[config.mk]
export PLATFORM = sky130hd
export DESIGN_NAME = lsms_led_status
export DESIGN_NICKNAME = d
export VERILOG_FILES = /design/src/pkg/lsms_pkg.sv /design/src/rtl/lsms_led_status.sv
export SDC_FILE = /design/constraint.sdc
export NUM_CORES = 1
export LEC_CHECK = 0
export ABC_AREA = 0
export BUFFER_PORTS_ARGS = -buffer_cell sky130_fd_sc_hd__buf_2
export CAP_MARGIN = 30
export CORE_MARGIN = 1.5
export CORE_UTILIZATION = 55
export CTS_CLUSTER_DIAMETER = 120
export DETAILED_ROUTE_END_ITERATION = 10
export GPL_TIMING_DRIVEN = 0
export PLACE_DENSITY_LB_ADDON = 0.2
export SYNTH_ARGS = -nofsm -noshare
export SYNTH_HDL_FRONTEND = slang
export SYNTH_SLANG_ARGS = --single-unit
[constraint.sdc]
create_clock -name clock -period 4 [get_ports clock]
set_clock_uncertainty 0.1 [all_clocks]
set_input_delay 0 -clock clock [delete_from_list [all_inputs] [get_ports clock]]
set_output_delay 0 -clock clock [all_outputs]
set_load 0.01 [all_outputs]
[src/pkg/lsms_pkg.sv]
// constants, field layout and mode codes of the LED status mode select block
package lsms_pkg;
	// ==========================================
	// timing
	localparam int CLK_HZ = 50_000_000;
	localparam int STRETCH_BASE_MS = 50;
	localparam int TICK_MS = STRETCH_BASE_MS / 2;
	localparam int TICK_CYCLES = CLK_HZ / 1000 * TICK_MS;
	localparam int RESET_BLINK_MS = 1000;
	localparam logic [5:0] RESET_BLINK_TICKS = 6'(RESET_BLINK_MS / TICK_MS);
	localparam int PULSE_HZ = 5000;
	localparam int PULSE_CYCLES = CLK_HZ / PULSE_HZ;
	localparam int PULSE_DUTY_PCT = 20;
	localparam int SCLK_HALF = 8;
	localparam int STATUS_BITS = 12;

	// ==========================================
	// register map, word addresses
	localparam int ADDR_W = 4;
	localparam logic [ADDR_W-1:0] REG_GLOBAL = 4'h0;
	localparam logic [ADDR_W-1:0] REG_BEHAV = 4'h1;
	localparam logic [ADDR_W-1:0] REG_PORT_BASE = 4'h2;
	localparam logic [ADDR_W-1:0] REG_STAT_BASE = 4'h8;

	// ==========================================
	// fields
	localparam int DRIVE_BIT = 9;
	localparam int POL_LSB = 10;
	localparam int POL_W = 4;
	localparam int RATE_LSB = 0;
	localparam int PULSE_EN_BIT = 2;
	localparam int RST_BLINK_BIT = 3;
	localparam int MODE_LSB = 0;
	localparam int EXT_LSB = 16;
	localparam int STRETCH_LSB = 20;
	localparam int ACTSEL_BIT = 24;
	localparam logic [31:0] PORT_MASK = 32'h01ffffff;

	// ==========================================
	// reset values
	localparam logic [3:0] POL_RESET = 4'h0;
	localparam logic DRIVE_RESET = 1'b1;
	localparam logic [1:0] RATE_RESET = 2'h0;
	localparam logic PULSE_EN_RESET = 1'b0;
	localparam logic RST_BLINK_RESET = 1'b1;
	localparam logic [31:0] PORT_RESET = 32'h00000000;

	typedef enum logic [1:0] {SPD_10 = 2'h0, SPD_100 = 2'h1, SPD_1000 = 2'h2} lsms_speed_t;

	typedef enum logic [4:0] {
		M_LINK_ACT = 5'h00, M_L1000 = 5'h01, M_L100 = 5'h02, M_L10 = 5'h03,
		M_L100_1000 = 5'h04, M_L10_1000 = 5'h05, M_L10_100 = 5'h06, M_LFIBER = 5'h07,
		M_DUPLEX = 5'h08, M_COLL = 5'h09, M_ACT = 5'h0a, M_FIBER_ACT = 5'h0b,
		M_ANEG = 5'h0c, M_SERIAL = 5'h0d, M_OFF = 5'h0e, M_ON = 5'h0f,
		M_X_L1000 = 5'h10, M_X_L100 = 5'h11, M_X_ACT1000 = 5'h12, M_X_ACT100 = 5'h13,
		M_X_OFF = 5'h14, M_X_ON = 5'h15, M_X_FASTFAIL = 5'h16
	} lsms_mode_t;
endpackage : lsms_pkg

[src/rtl/lsms_led_status.sv]
// per-port LED status mode select with drive, blink, stretch and serial stream
`timescale 1ns/1ns
`default_nettype none

module lsms_led_status #(
	parameter int NPORTS = 2,
	parameter int LEDS = 4,
	parameter int TICK_CYCLES = lsms_pkg::TICK_CYCLES,
	parameter int PULSE_CYCLES = lsms_pkg::PULSE_CYCLES
) (
	input wire logic clock, // core clock
	input wire logic rstn, // synchronous reset, active low
	input wire logic [lsms_pkg::ADDR_W-1:0] regAddr, // register word address
	input wire logic [31:0] regWdata, // register write data
	input wire logic regWr, // write strobe
	input wire logic regRd, // read strobe
	output logic [31:0] regRdata, // read data, cycle after strobe
	input wire logic [NPORTS-1:0] linkUp, // valid link per port
	input wire logic [2*NPORTS-1:0] linkSpeed, // speed code per port
	input wire logic [NPORTS-1:0] fiberMedia, // link is on fiber media
	input wire logic [NPORTS-1:0] fullDuplex, // link is full duplex
	input wire logic [NPORTS-1:0] collision, // collision seen
	input wire logic [NPORTS-1:0] txActivity, // transmit activity
	input wire logic [NPORTS-1:0] rxActivity, // receive activity
	input wire logic [NPORTS-1:0] anegFault, // autonegotiation fault
	input wire logic [NPORTS-1:0] fastLinkFail, // fast link failure indication
	output logic [NPORTS*LEDS-1:0] lampOut, // pin output level
	output logic [NPORTS*LEDS-1:0] lampOeN // pin output enable, low drives
);
	localparam int NPIN = NPORTS * LEDS;
	localparam int AW = lsms_pkg::ADDR_W;
	localparam int TW = $clog2(TICK_CYCLES + 1);
	localparam int PW = $clog2(PULSE_CYCLES + 1);
	localparam int PULSE_ON = PULSE_CYCLES * lsms_pkg::PULSE_DUTY_PCT / 100;
	localparam int SBITS = lsms_pkg::STATUS_BITS * NPORTS;
	localparam int SBW = $clog2(SBITS);

	typedef enum logic [1:0] {SER_LOAD, SER_LOW, SER_HIGH} lsms_ser_t;

	// ==========================================
	// registers
	logic [3:0] polarity_r;
	logic driveSel_r;
	logic [1:0] rate_r;
	logic pulseEn_r;
	logic rstBlinkEn_r;
	logic [31:0] portCfg_r [NPORTS];
	logic [31:0] rdMux;
	logic [NPIN-1:0] pinLvl;
	logic [NPIN-1:0] pinAct;
	logic [NPIN-1:0] pinHold;
	logic [4:0] stretchCnt [NPIN];
	logic [NPIN-1:0] lampOutNxt;
	logic [NPIN-1:0] lampOeNxt;

	always_ff @(posedge clock)
	begin
		if (!rstn)
		begin
			polarity_r <= lsms_pkg::POL_RESET;
			driveSel_r <= lsms_pkg::DRIVE_RESET;
			rate_r <= lsms_pkg::RATE_RESET;
			pulseEn_r <= lsms_pkg::PULSE_EN_RESET;
			rstBlinkEn_r <= lsms_pkg::RST_BLINK_RESET;
			for (int p = 0; p < NPORTS; p++)
				portCfg_r[p] <= lsms_pkg::PORT_RESET;
		end
		else if (regWr)
		begin
			if (regAddr == lsms_pkg::REG_GLOBAL)
			begin
				polarity_r <= regWdata[lsms_pkg::POL_LSB +: lsms_pkg::POL_W];
				driveSel_r <= regWdata[lsms_pkg::DRIVE_BIT];
			end
			if (regAddr == lsms_pkg::REG_BEHAV)
			begin
				rate_r <= regWdata[lsms_pkg::RATE_LSB +: 2];
				pulseEn_r <= regWdata[lsms_pkg::PULSE_EN_BIT];
				rstBlinkEn_r <= regWdata[lsms_pkg::RST_BLINK_BIT];
			end
			for (int p = 0; p < NPORTS; p++)
				if (regAddr == lsms_pkg::REG_PORT_BASE + AW'(p))
					portCfg_r[p] <= regWdata & lsms_pkg::PORT_MASK;
		end
	end

	// unmapped addresses read as zero
	always_comb
	begin
		rdMux = 32'h00000000;
		if (regAddr == lsms_pkg::REG_GLOBAL)
		begin
			rdMux[lsms_pkg::POL_LSB +: lsms_pkg::POL_W] = polarity_r;
			rdMux[lsms_pkg::DRIVE_BIT] = driveSel_r;
		end
		if (regAddr == lsms_pkg::REG_BEHAV)
		begin
			rdMux[lsms_pkg::RATE_LSB +: 2] = rate_r;
			rdMux[lsms_pkg::PULSE_EN_BIT] = pulseEn_r;
			rdMux[lsms_pkg::RST_BLINK_BIT] = rstBlinkEn_r;
		end
		for (int p = 0; p < NPORTS; p++)
		begin
			if (regAddr == lsms_pkg::REG_PORT_BASE + AW'(p))
				rdMux = portCfg_r[p];
			if (regAddr == lsms_pkg::REG_STAT_BASE + AW'(p))
			begin
				rdMux[LEDS-1:0] = pinLvl[p*LEDS +: LEDS];
				rdMux[LEDS] = linkUp[p];
			end
		end
	end

	always_ff @(posedge clock)
	begin
		if (!rstn)
			regRdata <= 32'h00000000;
		else
			regRdata <= regRd ? rdMux : 32'h00000000;
	end

	// ==========================================
	// time base: 25 ms tick drives every blink and stretch rate
	logic [TW-1:0] tickCnt;
	logic tick;
	logic [3:0] blinkCnt;
	logic phase;
	logic [5:0] rstWinCnt;
	logic rstWin;
	logic [PW-1:0] pulseCnt;
	logic pulseOn;

	assign tick = (tickCnt == TW'(TICK_CYCLES - 1));
	// rate 0 is the slowest blink; each step doubles the frequency
	assign phase = blinkCnt[2'd3 - rate_r];
	assign rstWin = rstBlinkEn_r && (rstWinCnt != lsms_pkg::RESET_BLINK_TICKS);
	assign pulseOn = (pulseCnt < PW'(PULSE_ON));

	always_ff @(posedge clock)
	begin
		if (!rstn)
		begin
			tickCnt <= '0;
			blinkCnt <= 4'h0;
		end
		else
		begin
			tickCnt <= tick ? '0 : tickCnt + TW'(1);
			if (tick)
				blinkCnt <= blinkCnt + 4'h1;
		end
	end

	always_ff @(posedge clock)
	begin
		if (!rstn)
			rstWinCnt <= 6'h00;
		else if (tick && rstWinCnt != lsms_pkg::RESET_BLINK_TICKS)
			rstWinCnt <= rstWinCnt + 6'h01;
	end

	always_ff @(posedge clock)
	begin
		if (!rstn)
			pulseCnt <= '0;
		else
			pulseCnt <= (pulseCnt == PW'(PULSE_CYCLES - 1)) ? '0 : pulseCnt + PW'(1);
	end

	// ==========================================
	// serial stream on port 0
	logic serialOn;
	lsms_ser_t serState;
	logic [SBITS-1:0] serShift;
	logic [SBW-1:0] serBit;
	logic [3:0] serDiv;
	logic [SBITS-1:0] statusAll;
	logic serialLedDout;
	logic serialLedSclk;

	assign serialOn = (portCfg_r[0][3:0] == 4'hd) && !portCfg_r[0][lsms_pkg::EXT_LSB];
	assign serialLedDout = serShift[0];
	assign serialLedSclk = (serState == SER_HIGH);

	for (genvar p = 0; p < NPORTS; p++)
	begin : g_stat
		logic [1:0] sp;
		logic fact;
		assign sp = linkSpeed[2*p +: 2];
		assign fact = fiberMedia[p] && (txActivity[p] || rxActivity[p]);
		assign statusAll[p*lsms_pkg::STATUS_BITS +: lsms_pkg::STATUS_BITS] = {
			anegFault[p], rxActivity[p], txActivity[p], fact,
			txActivity[p] || rxActivity[p], collision[p],
			linkUp[p] && fullDuplex[p], linkUp[p] && fiberMedia[p],
			linkUp[p] && sp == lsms_pkg::SPD_10, linkUp[p] && sp == lsms_pkg::SPD_100,
			linkUp[p] && sp == lsms_pkg::SPD_1000, linkUp[p]};
	end

	always_ff @(posedge clock)
	begin
		if (!rstn)
		begin
			serState <= SER_LOAD;
			serShift <= '0;
			serBit <= '0;
			serDiv <= 4'h0;
		end
		else
		begin
			case (serState)
				SER_LOAD:
				begin
					serShift <= statusAll;
					serBit <= '0;
					serDiv <= 4'h0;
					if (serialOn)
						serState <= SER_LOW;
				end
				SER_LOW:
				begin
					serDiv <= serDiv + 4'h1;
					if (serDiv == 4'(lsms_pkg::SCLK_HALF - 1))
					begin
						serDiv <= 4'h0;
						serState <= SER_HIGH;
					end
				end
				SER_HIGH:
				begin
					serDiv <= serDiv + 4'h1;
					if (serDiv == 4'(lsms_pkg::SCLK_HALF - 1))
					begin
						serDiv <= 4'h0;
						serShift <= serShift >> 1;
						serBit <= serBit + SBW'(1);
						serState <= (serBit == SBW'(SBITS - 1) || !serialOn) ? SER_LOAD : SER_LOW;
					end
				end
				default:
					serState <= SER_LOAD;
			endcase
		end
	end

	// ==========================================
	// per-pin mode decode and drive
	for (genvar k = 0; k < NPIN; k++)
	begin : g_pin
		localparam int P = k / LEDS;
		localparam int I = k % LEDS;
		logic [4:0] effMode;
		logic base;
		logic act;
		logic forced;
		logic noPulse;
		logic isSerial;
		logic blinkSel;
		logic lvl;
		logic lk;
		logic fib;
		logic s10;
		logic s100;
		logic s1000;
		logic anyAct;
		logic actSel;

		assign lk = linkUp[P];
		assign fib = fiberMedia[P];
		assign s10 = lk && linkSpeed[2*P +: 2] == lsms_pkg::SPD_10;
		assign s100 = lk && linkSpeed[2*P +: 2] == lsms_pkg::SPD_100;
		assign s1000 = lk && linkSpeed[2*P +: 2] == lsms_pkg::SPD_1000;
		assign anyAct = txActivity[P] || rxActivity[P];
		assign actSel = portCfg_r[P][lsms_pkg::ACTSEL_BIT];
		assign blinkSel = !portCfg_r[P][lsms_pkg::STRETCH_LSB + I];
		assign effMode = {portCfg_r[P][lsms_pkg::EXT_LSB + I], portCfg_r[P][4*I +: 4]};

		always_comb
		begin
			base = 1'b0;
			act = 1'b0;
			forced = 1'b0;
			noPulse = 1'b0;
			isSerial = 1'b0;
			case (effMode)
				lsms_pkg::M_LINK_ACT: begin base = lk; act = lk && anyAct; end
				lsms_pkg::M_L1000: begin base = s1000; act = s1000 && anyAct; end
				lsms_pkg::M_L100: begin base = s100; act = s100 && anyAct; end
				lsms_pkg::M_L10: begin base = s10 && !fib; act = base && anyAct; end
				lsms_pkg::M_L100_1000: begin base = s100 || s1000; act = base && anyAct; end
				lsms_pkg::M_L10_1000:
				begin
					base = (s10 && !fib) || s1000;
					act = base && anyAct;
				end
				lsms_pkg::M_L10_100: begin base = (s10 && !fib) || s100; act = base && anyAct; end
				lsms_pkg::M_LFIBER: begin base = fib && (s100 || s1000); act = base && anyAct; end
				lsms_pkg::M_DUPLEX:
				begin
					base = lk && fullDuplex[P];
					act = lk && !fullDuplex[P] && collision[P];
				end
				lsms_pkg::M_COLL: act = collision[P];
				lsms_pkg::M_ACT: act = actSel ? txActivity[P] : anyAct;
				lsms_pkg::M_FIBER_ACT:
					act = fib && (s100 || s1000) && (actSel ? rxActivity[P] : anyAct);
				lsms_pkg::M_ANEG: begin base = anegFault[P]; forced = 1'b1; end
				lsms_pkg::M_SERIAL: isSerial = (k == 0);
				lsms_pkg::M_OFF: forced = 1'b1;
				lsms_pkg::M_ON: begin base = 1'b1; forced = 1'b1; end
				lsms_pkg::M_X_L1000: base = fib && s1000;
				lsms_pkg::M_X_L100: base = fib && s100;
				lsms_pkg::M_X_ACT1000: act = fib && s1000 && anyAct;
				lsms_pkg::M_X_ACT100: act = fib && s100 && anyAct;
				lsms_pkg::M_X_OFF: forced = 1'b1;
				lsms_pkg::M_X_ON: begin base = 1'b1; forced = 1'b1; noPulse = 1'b1; end
				lsms_pkg::M_X_FASTFAIL: begin base = fastLinkFail[P]; forced = 1'b1; end
				default: base = 1'b0;
			endcase
		end

		// stretch restarts on every activity cycle; +1 covers the partial first tick
		always_ff @(posedge clock)
		begin
			if (!rstn)
				stretchCnt[k] <= 5'h00;
			else if (act && !blinkSel)
				stretchCnt[k] <= (5'h02 << rate_r) + 5'h01;
			else if (tick && stretchCnt[k] != 5'h00)
				stretchCnt[k] <= stretchCnt[k] - 5'h01;
		end

		assign pinAct[k] = act;
		assign pinHold[k] = blinkSel ? act : (stretchCnt[k] != 5'h00);

		always_comb
		begin
			lvl = pinHold[k] ? (blinkSel ? phase : !base) : base;
			if (forced)
				lvl = base;
			else if (rstWin && !isSerial && effMode != lsms_pkg::M_X_OFF)
				lvl = phase;
			// power-saving pulsing trades brightness for current
			if (pulseEn_r && !noPulse)
				lvl = lvl && pulseOn;
		end

		assign pinLvl[k] = lvl && !isSerial;

		always_comb
		begin
			if (k == 0 && serialOn)
			begin
				lampOutNxt[k] = serialLedDout;
				lampOeNxt[k] = 1'b0;
			end
			else if (k == 1 && serialOn)
			begin
				lampOutNxt[k] = serialLedSclk;
				lampOeNxt[k] = 1'b0;
			end
			else
			begin
				lampOutNxt[k] = lvl ? polarity_r[I] : !polarity_r[I];
				lampOeNxt[k] = !lvl && driveSel_r;
			end
		end
	end

	always_ff @(posedge clock)
	begin
		if (!rstn)
		begin
			lampOut <= {NPIN{1'b1}};
			lampOeN <= {NPIN{1'b1}};
		end
		else
		begin
			lampOut <= lampOutNxt;
			lampOeN <= lampOeNxt;
		end
	end
endmodule : lsms_led_status

`default_nettype wire

==> run metrics <==
number of synthesized register bits 220; Top Usage Layer GRT met2; Clock Path Buffers 3; Data required, critical path 4.31 ns; commonest non-fill, non-tap cell in the layout nor2_1; DP Area ~14000 um2; initial antenna violation count 0; R2R Path Start portCfg_r[0][25]; outcome complete, no violations; global-route wire length before repair 66.67 mm; Skew-Pair Late Insertion Delay 0.54 ns; critical path endpoint regRdata[0]; initial core utilization 56.30%; LEAKAGE 5.789 nW; placed wire-length estimate 32.34 mm; vias in the first global route 12105; RSZ-0062 raised after global routing no; drt drc 0; met2 Use GR between 50% and 60%; dominant synthesized flop cell dfxtp_1; top-area cell type share of the netlist area 20.39%; HP Class in -> reg; final worst-path cycle share between 90% and 100%; Die ar. 25040 um2; vias post-DR about 13000; TritonCTS clock tree done; maximum VDD drop 329.1 uV; critical-path maximum fanout 10; design area 15360 um2; CTS buffer count 24; crit path max-delay cell type a2111oi_0; terminus of the critical flop-to-flop path regRdata[0]; Setup CP Type reg -> reg; Avg WL per Cell ~21 um; Antenna Violating Nets Remaining 0; max_slew headroom between 30% and 40%; crit path DAT 4.16 ns; Clock Sinks 220; syn_area_per_cell 8.530 um2; most frequent cells in the layout 204 x nor2_1, 130 x dfxtp_1, 129 x nand2_1, 99 x buf_2; Core Area 23540 um2; Non-Filler Instances about 2000; Power per Cell Area around 350 nW/um2; DRT Pass-1 Iters 7; fmax 0.2600 GHz; I/O Buffers 88; # nets final 1801; CTS resizes 0; Root Buffer clkbuf_16; Synth Instances approximately 1600; sequential area share after synthesis 40.02%; CP max stage delay between 0.7 and 0.8 ns; Worst-Margin Slew 0.9884 ns; DR iter-0 viols 1407; EDFF count, synth 90; Register-to-Register Path Depth 11; final RePlAce weighted congestion 1.017; Slew Viols, Final 0; CP Launch Point portCfg_r[0][25]; startpoint types register; Setup TNS 0 ns; I/O pin count between 100 and 150; Yosys cell types 91; sequence of cells on the critical path clkbuf_1 > nand3b_1 > a2111oi_0 > a32o_1 > a32oi_1 > o21ai_0 > mux2i_1 > a41o_1 > nor2_1 > o311a_1 > dlygate4sd3_1; H-tree level count 1; P&R area growth vs syn 15.86%; Worst-path clk slew 0.06 ns; die width 158.2 um; Core Rows 56; largest net degree at the start of global routing 26; crit path time final 3.846 ns; total wire length 43.90 mm; Antenna Cells 0; yosys warns 0; met1 Use GR 46.51%; Worst R2R Setup Slack ~0.15 ns; Post-Syn Area 13260 um2; top post-synthesis cells by area edfxtp_1 20%, dfxtp_1 20%, nor2_1 5.8%; GRT overflow 0; # setup viols final 0; crit end category register; post-synthesis async set-or-reset flop share 0%; Die Y 158.2 um; Synth area leader edfxtp_1; share of layout cells above drive strength 1 10.93%; total track usage a little over a third; vias per std cell 6.307; final hold vios 0; number of max-cap violations 0; hold_ws roughly 0.029 ns; Placed Instances between 1500 and 2000; GRT met3 Usage 5.831%
[cells in the mapped netlist (8+ instances only)]
library cell	n
and2_1	35
o31ai_1	11
edfxtp_1	90
nand2b_1	35
nor4_1	14
xnor2_1	27
and3_1	13
inv_1	52
o21ai_0	78
mux2i_1	44
a21o_1	9
a211oi_1	30
dfxtp_1	130
nand2_1	129
nand3_1	51
a21oi_1	63
nor2_1	204
o221ai_1	9
ha_1	20
a31oi_1	16
o211ai_1	14
buf_2	11
clkbuf_1	84
a221oi_1	10
nor2b_1	37
o22ai_1	12
or2_2	11
nor3_1	48
nand4_1	20
nand3b_1	13
o2111ai_1	8
or3b_2	12
xor2_1	39
or3_1	12
nor3b_1	18
[sequential cells by signal, indices dropped and copies added (netlist names), 5 cells and up]
| signal | count |
|---|---|
| pulseCnt | 14 |
| lampOut | 8 |
| serShift | 24 |
| lampOeN | 8 |
| portCfg_r | 50 |
| tickCnt | 21 |
| serBit | 5 |
| regRdata | 25 |
| rstWinCnt | 6 |
| stretchCnt | 40 |
[where the power goes]
part | switching (mW) | internal (mW)
clock network | 0.925 | 1.16
logic | 0.482 | 0.273
registers | 0.0799 | 2.42
total | 1.49 | 3.86
[per-layer routing]
layer / up-vias / routed length, um
met5: - / 0
met2: 719 / 19860
met3: 113 / 4660
met1: 6187 / 17850
met4: 0 / 1532
li1: 5961 / -
[logic make-up (layout without fill, tap and decap cells)]
kind of cell	count (synthesis)	count (layout)	synth area share, %
and+or+nand+nor	697	697	27.19
buffers and inverters	158	337	4.833
AOI/OAI and AO/OA	340	340	17.67
adders and majority gates	20	20	1.888
muxes	52	52	4.002
xor gates and xnor gates	66	66	4.361
other	1	7	0.02829
DFF	220	220	40.02
[worst min-delay path by stage]
stage,endpoint,start,slack (ns),cells after the start
after floorplan,driveSel_r,regWdata[9],0.03,2
final,serShift[14],linkSpeed[3],0.03,4
after CTS,serShift[4],fiberMedia[0],0.004,5
after detailed placement,rstBlinkEn_r,regWdata[3],0.19,3
after global placement,rstBlinkEn_r,regWdata[3],0.17,3
after global routing,serShift[14],linkSpeed[3],0.06,4
[worst max-delay path: cells and delay by family (launching register included)]
family / cells / cell delay [ns]
AO/OA/AOI/OAI: 6 / 1.81
buffers and inverters: 2 / 0.98
flip-flops: 1 / 0.39
multiplexers: 1 / 0.25
AND/OR/NAND/NOR: 2 / 0.19
[layout make-up]
type | instances | area (um2)
plain buffers | 105 | 441.7
clock buffers | 33 | 664.4
clock inverters | 11 | 70.07
fillers | 2075 | 8185
inverters | 53 | 198.9
multi-input cells | 1182 | 7355
flip-flops and latches | 220 | 5305
well taps | 319 | 399.1
repair buffers | 135 | 923.4
[per-stage QoR]
| step | power, mW | util [%] | worst slack (ns) |
|---|---|---|---|
| final | 5.346 | 65.23 | 0.1544 |
| after global routing | 5.504 | 65.23 | 0.009138 |
| after CTS | 5.326 | 65.23 | 0.2591 |
| after detailed placement | 3.239 | 60.24 | 0.4192 |
| after global placement | 3.225 | 59.96 | -0.7997 |
| after floorplan | 2.983 | - | 0.9514 |
[what timing repair did]
item | 4_1_cts | 5_1_grt
hold buffers | 44 | 0
setup endpoints to repair | 0 | 0
setup buffers | 0 | 0
endpoints found under the hold margin | 86 | 0
Power figures use the tool's default switching activity.
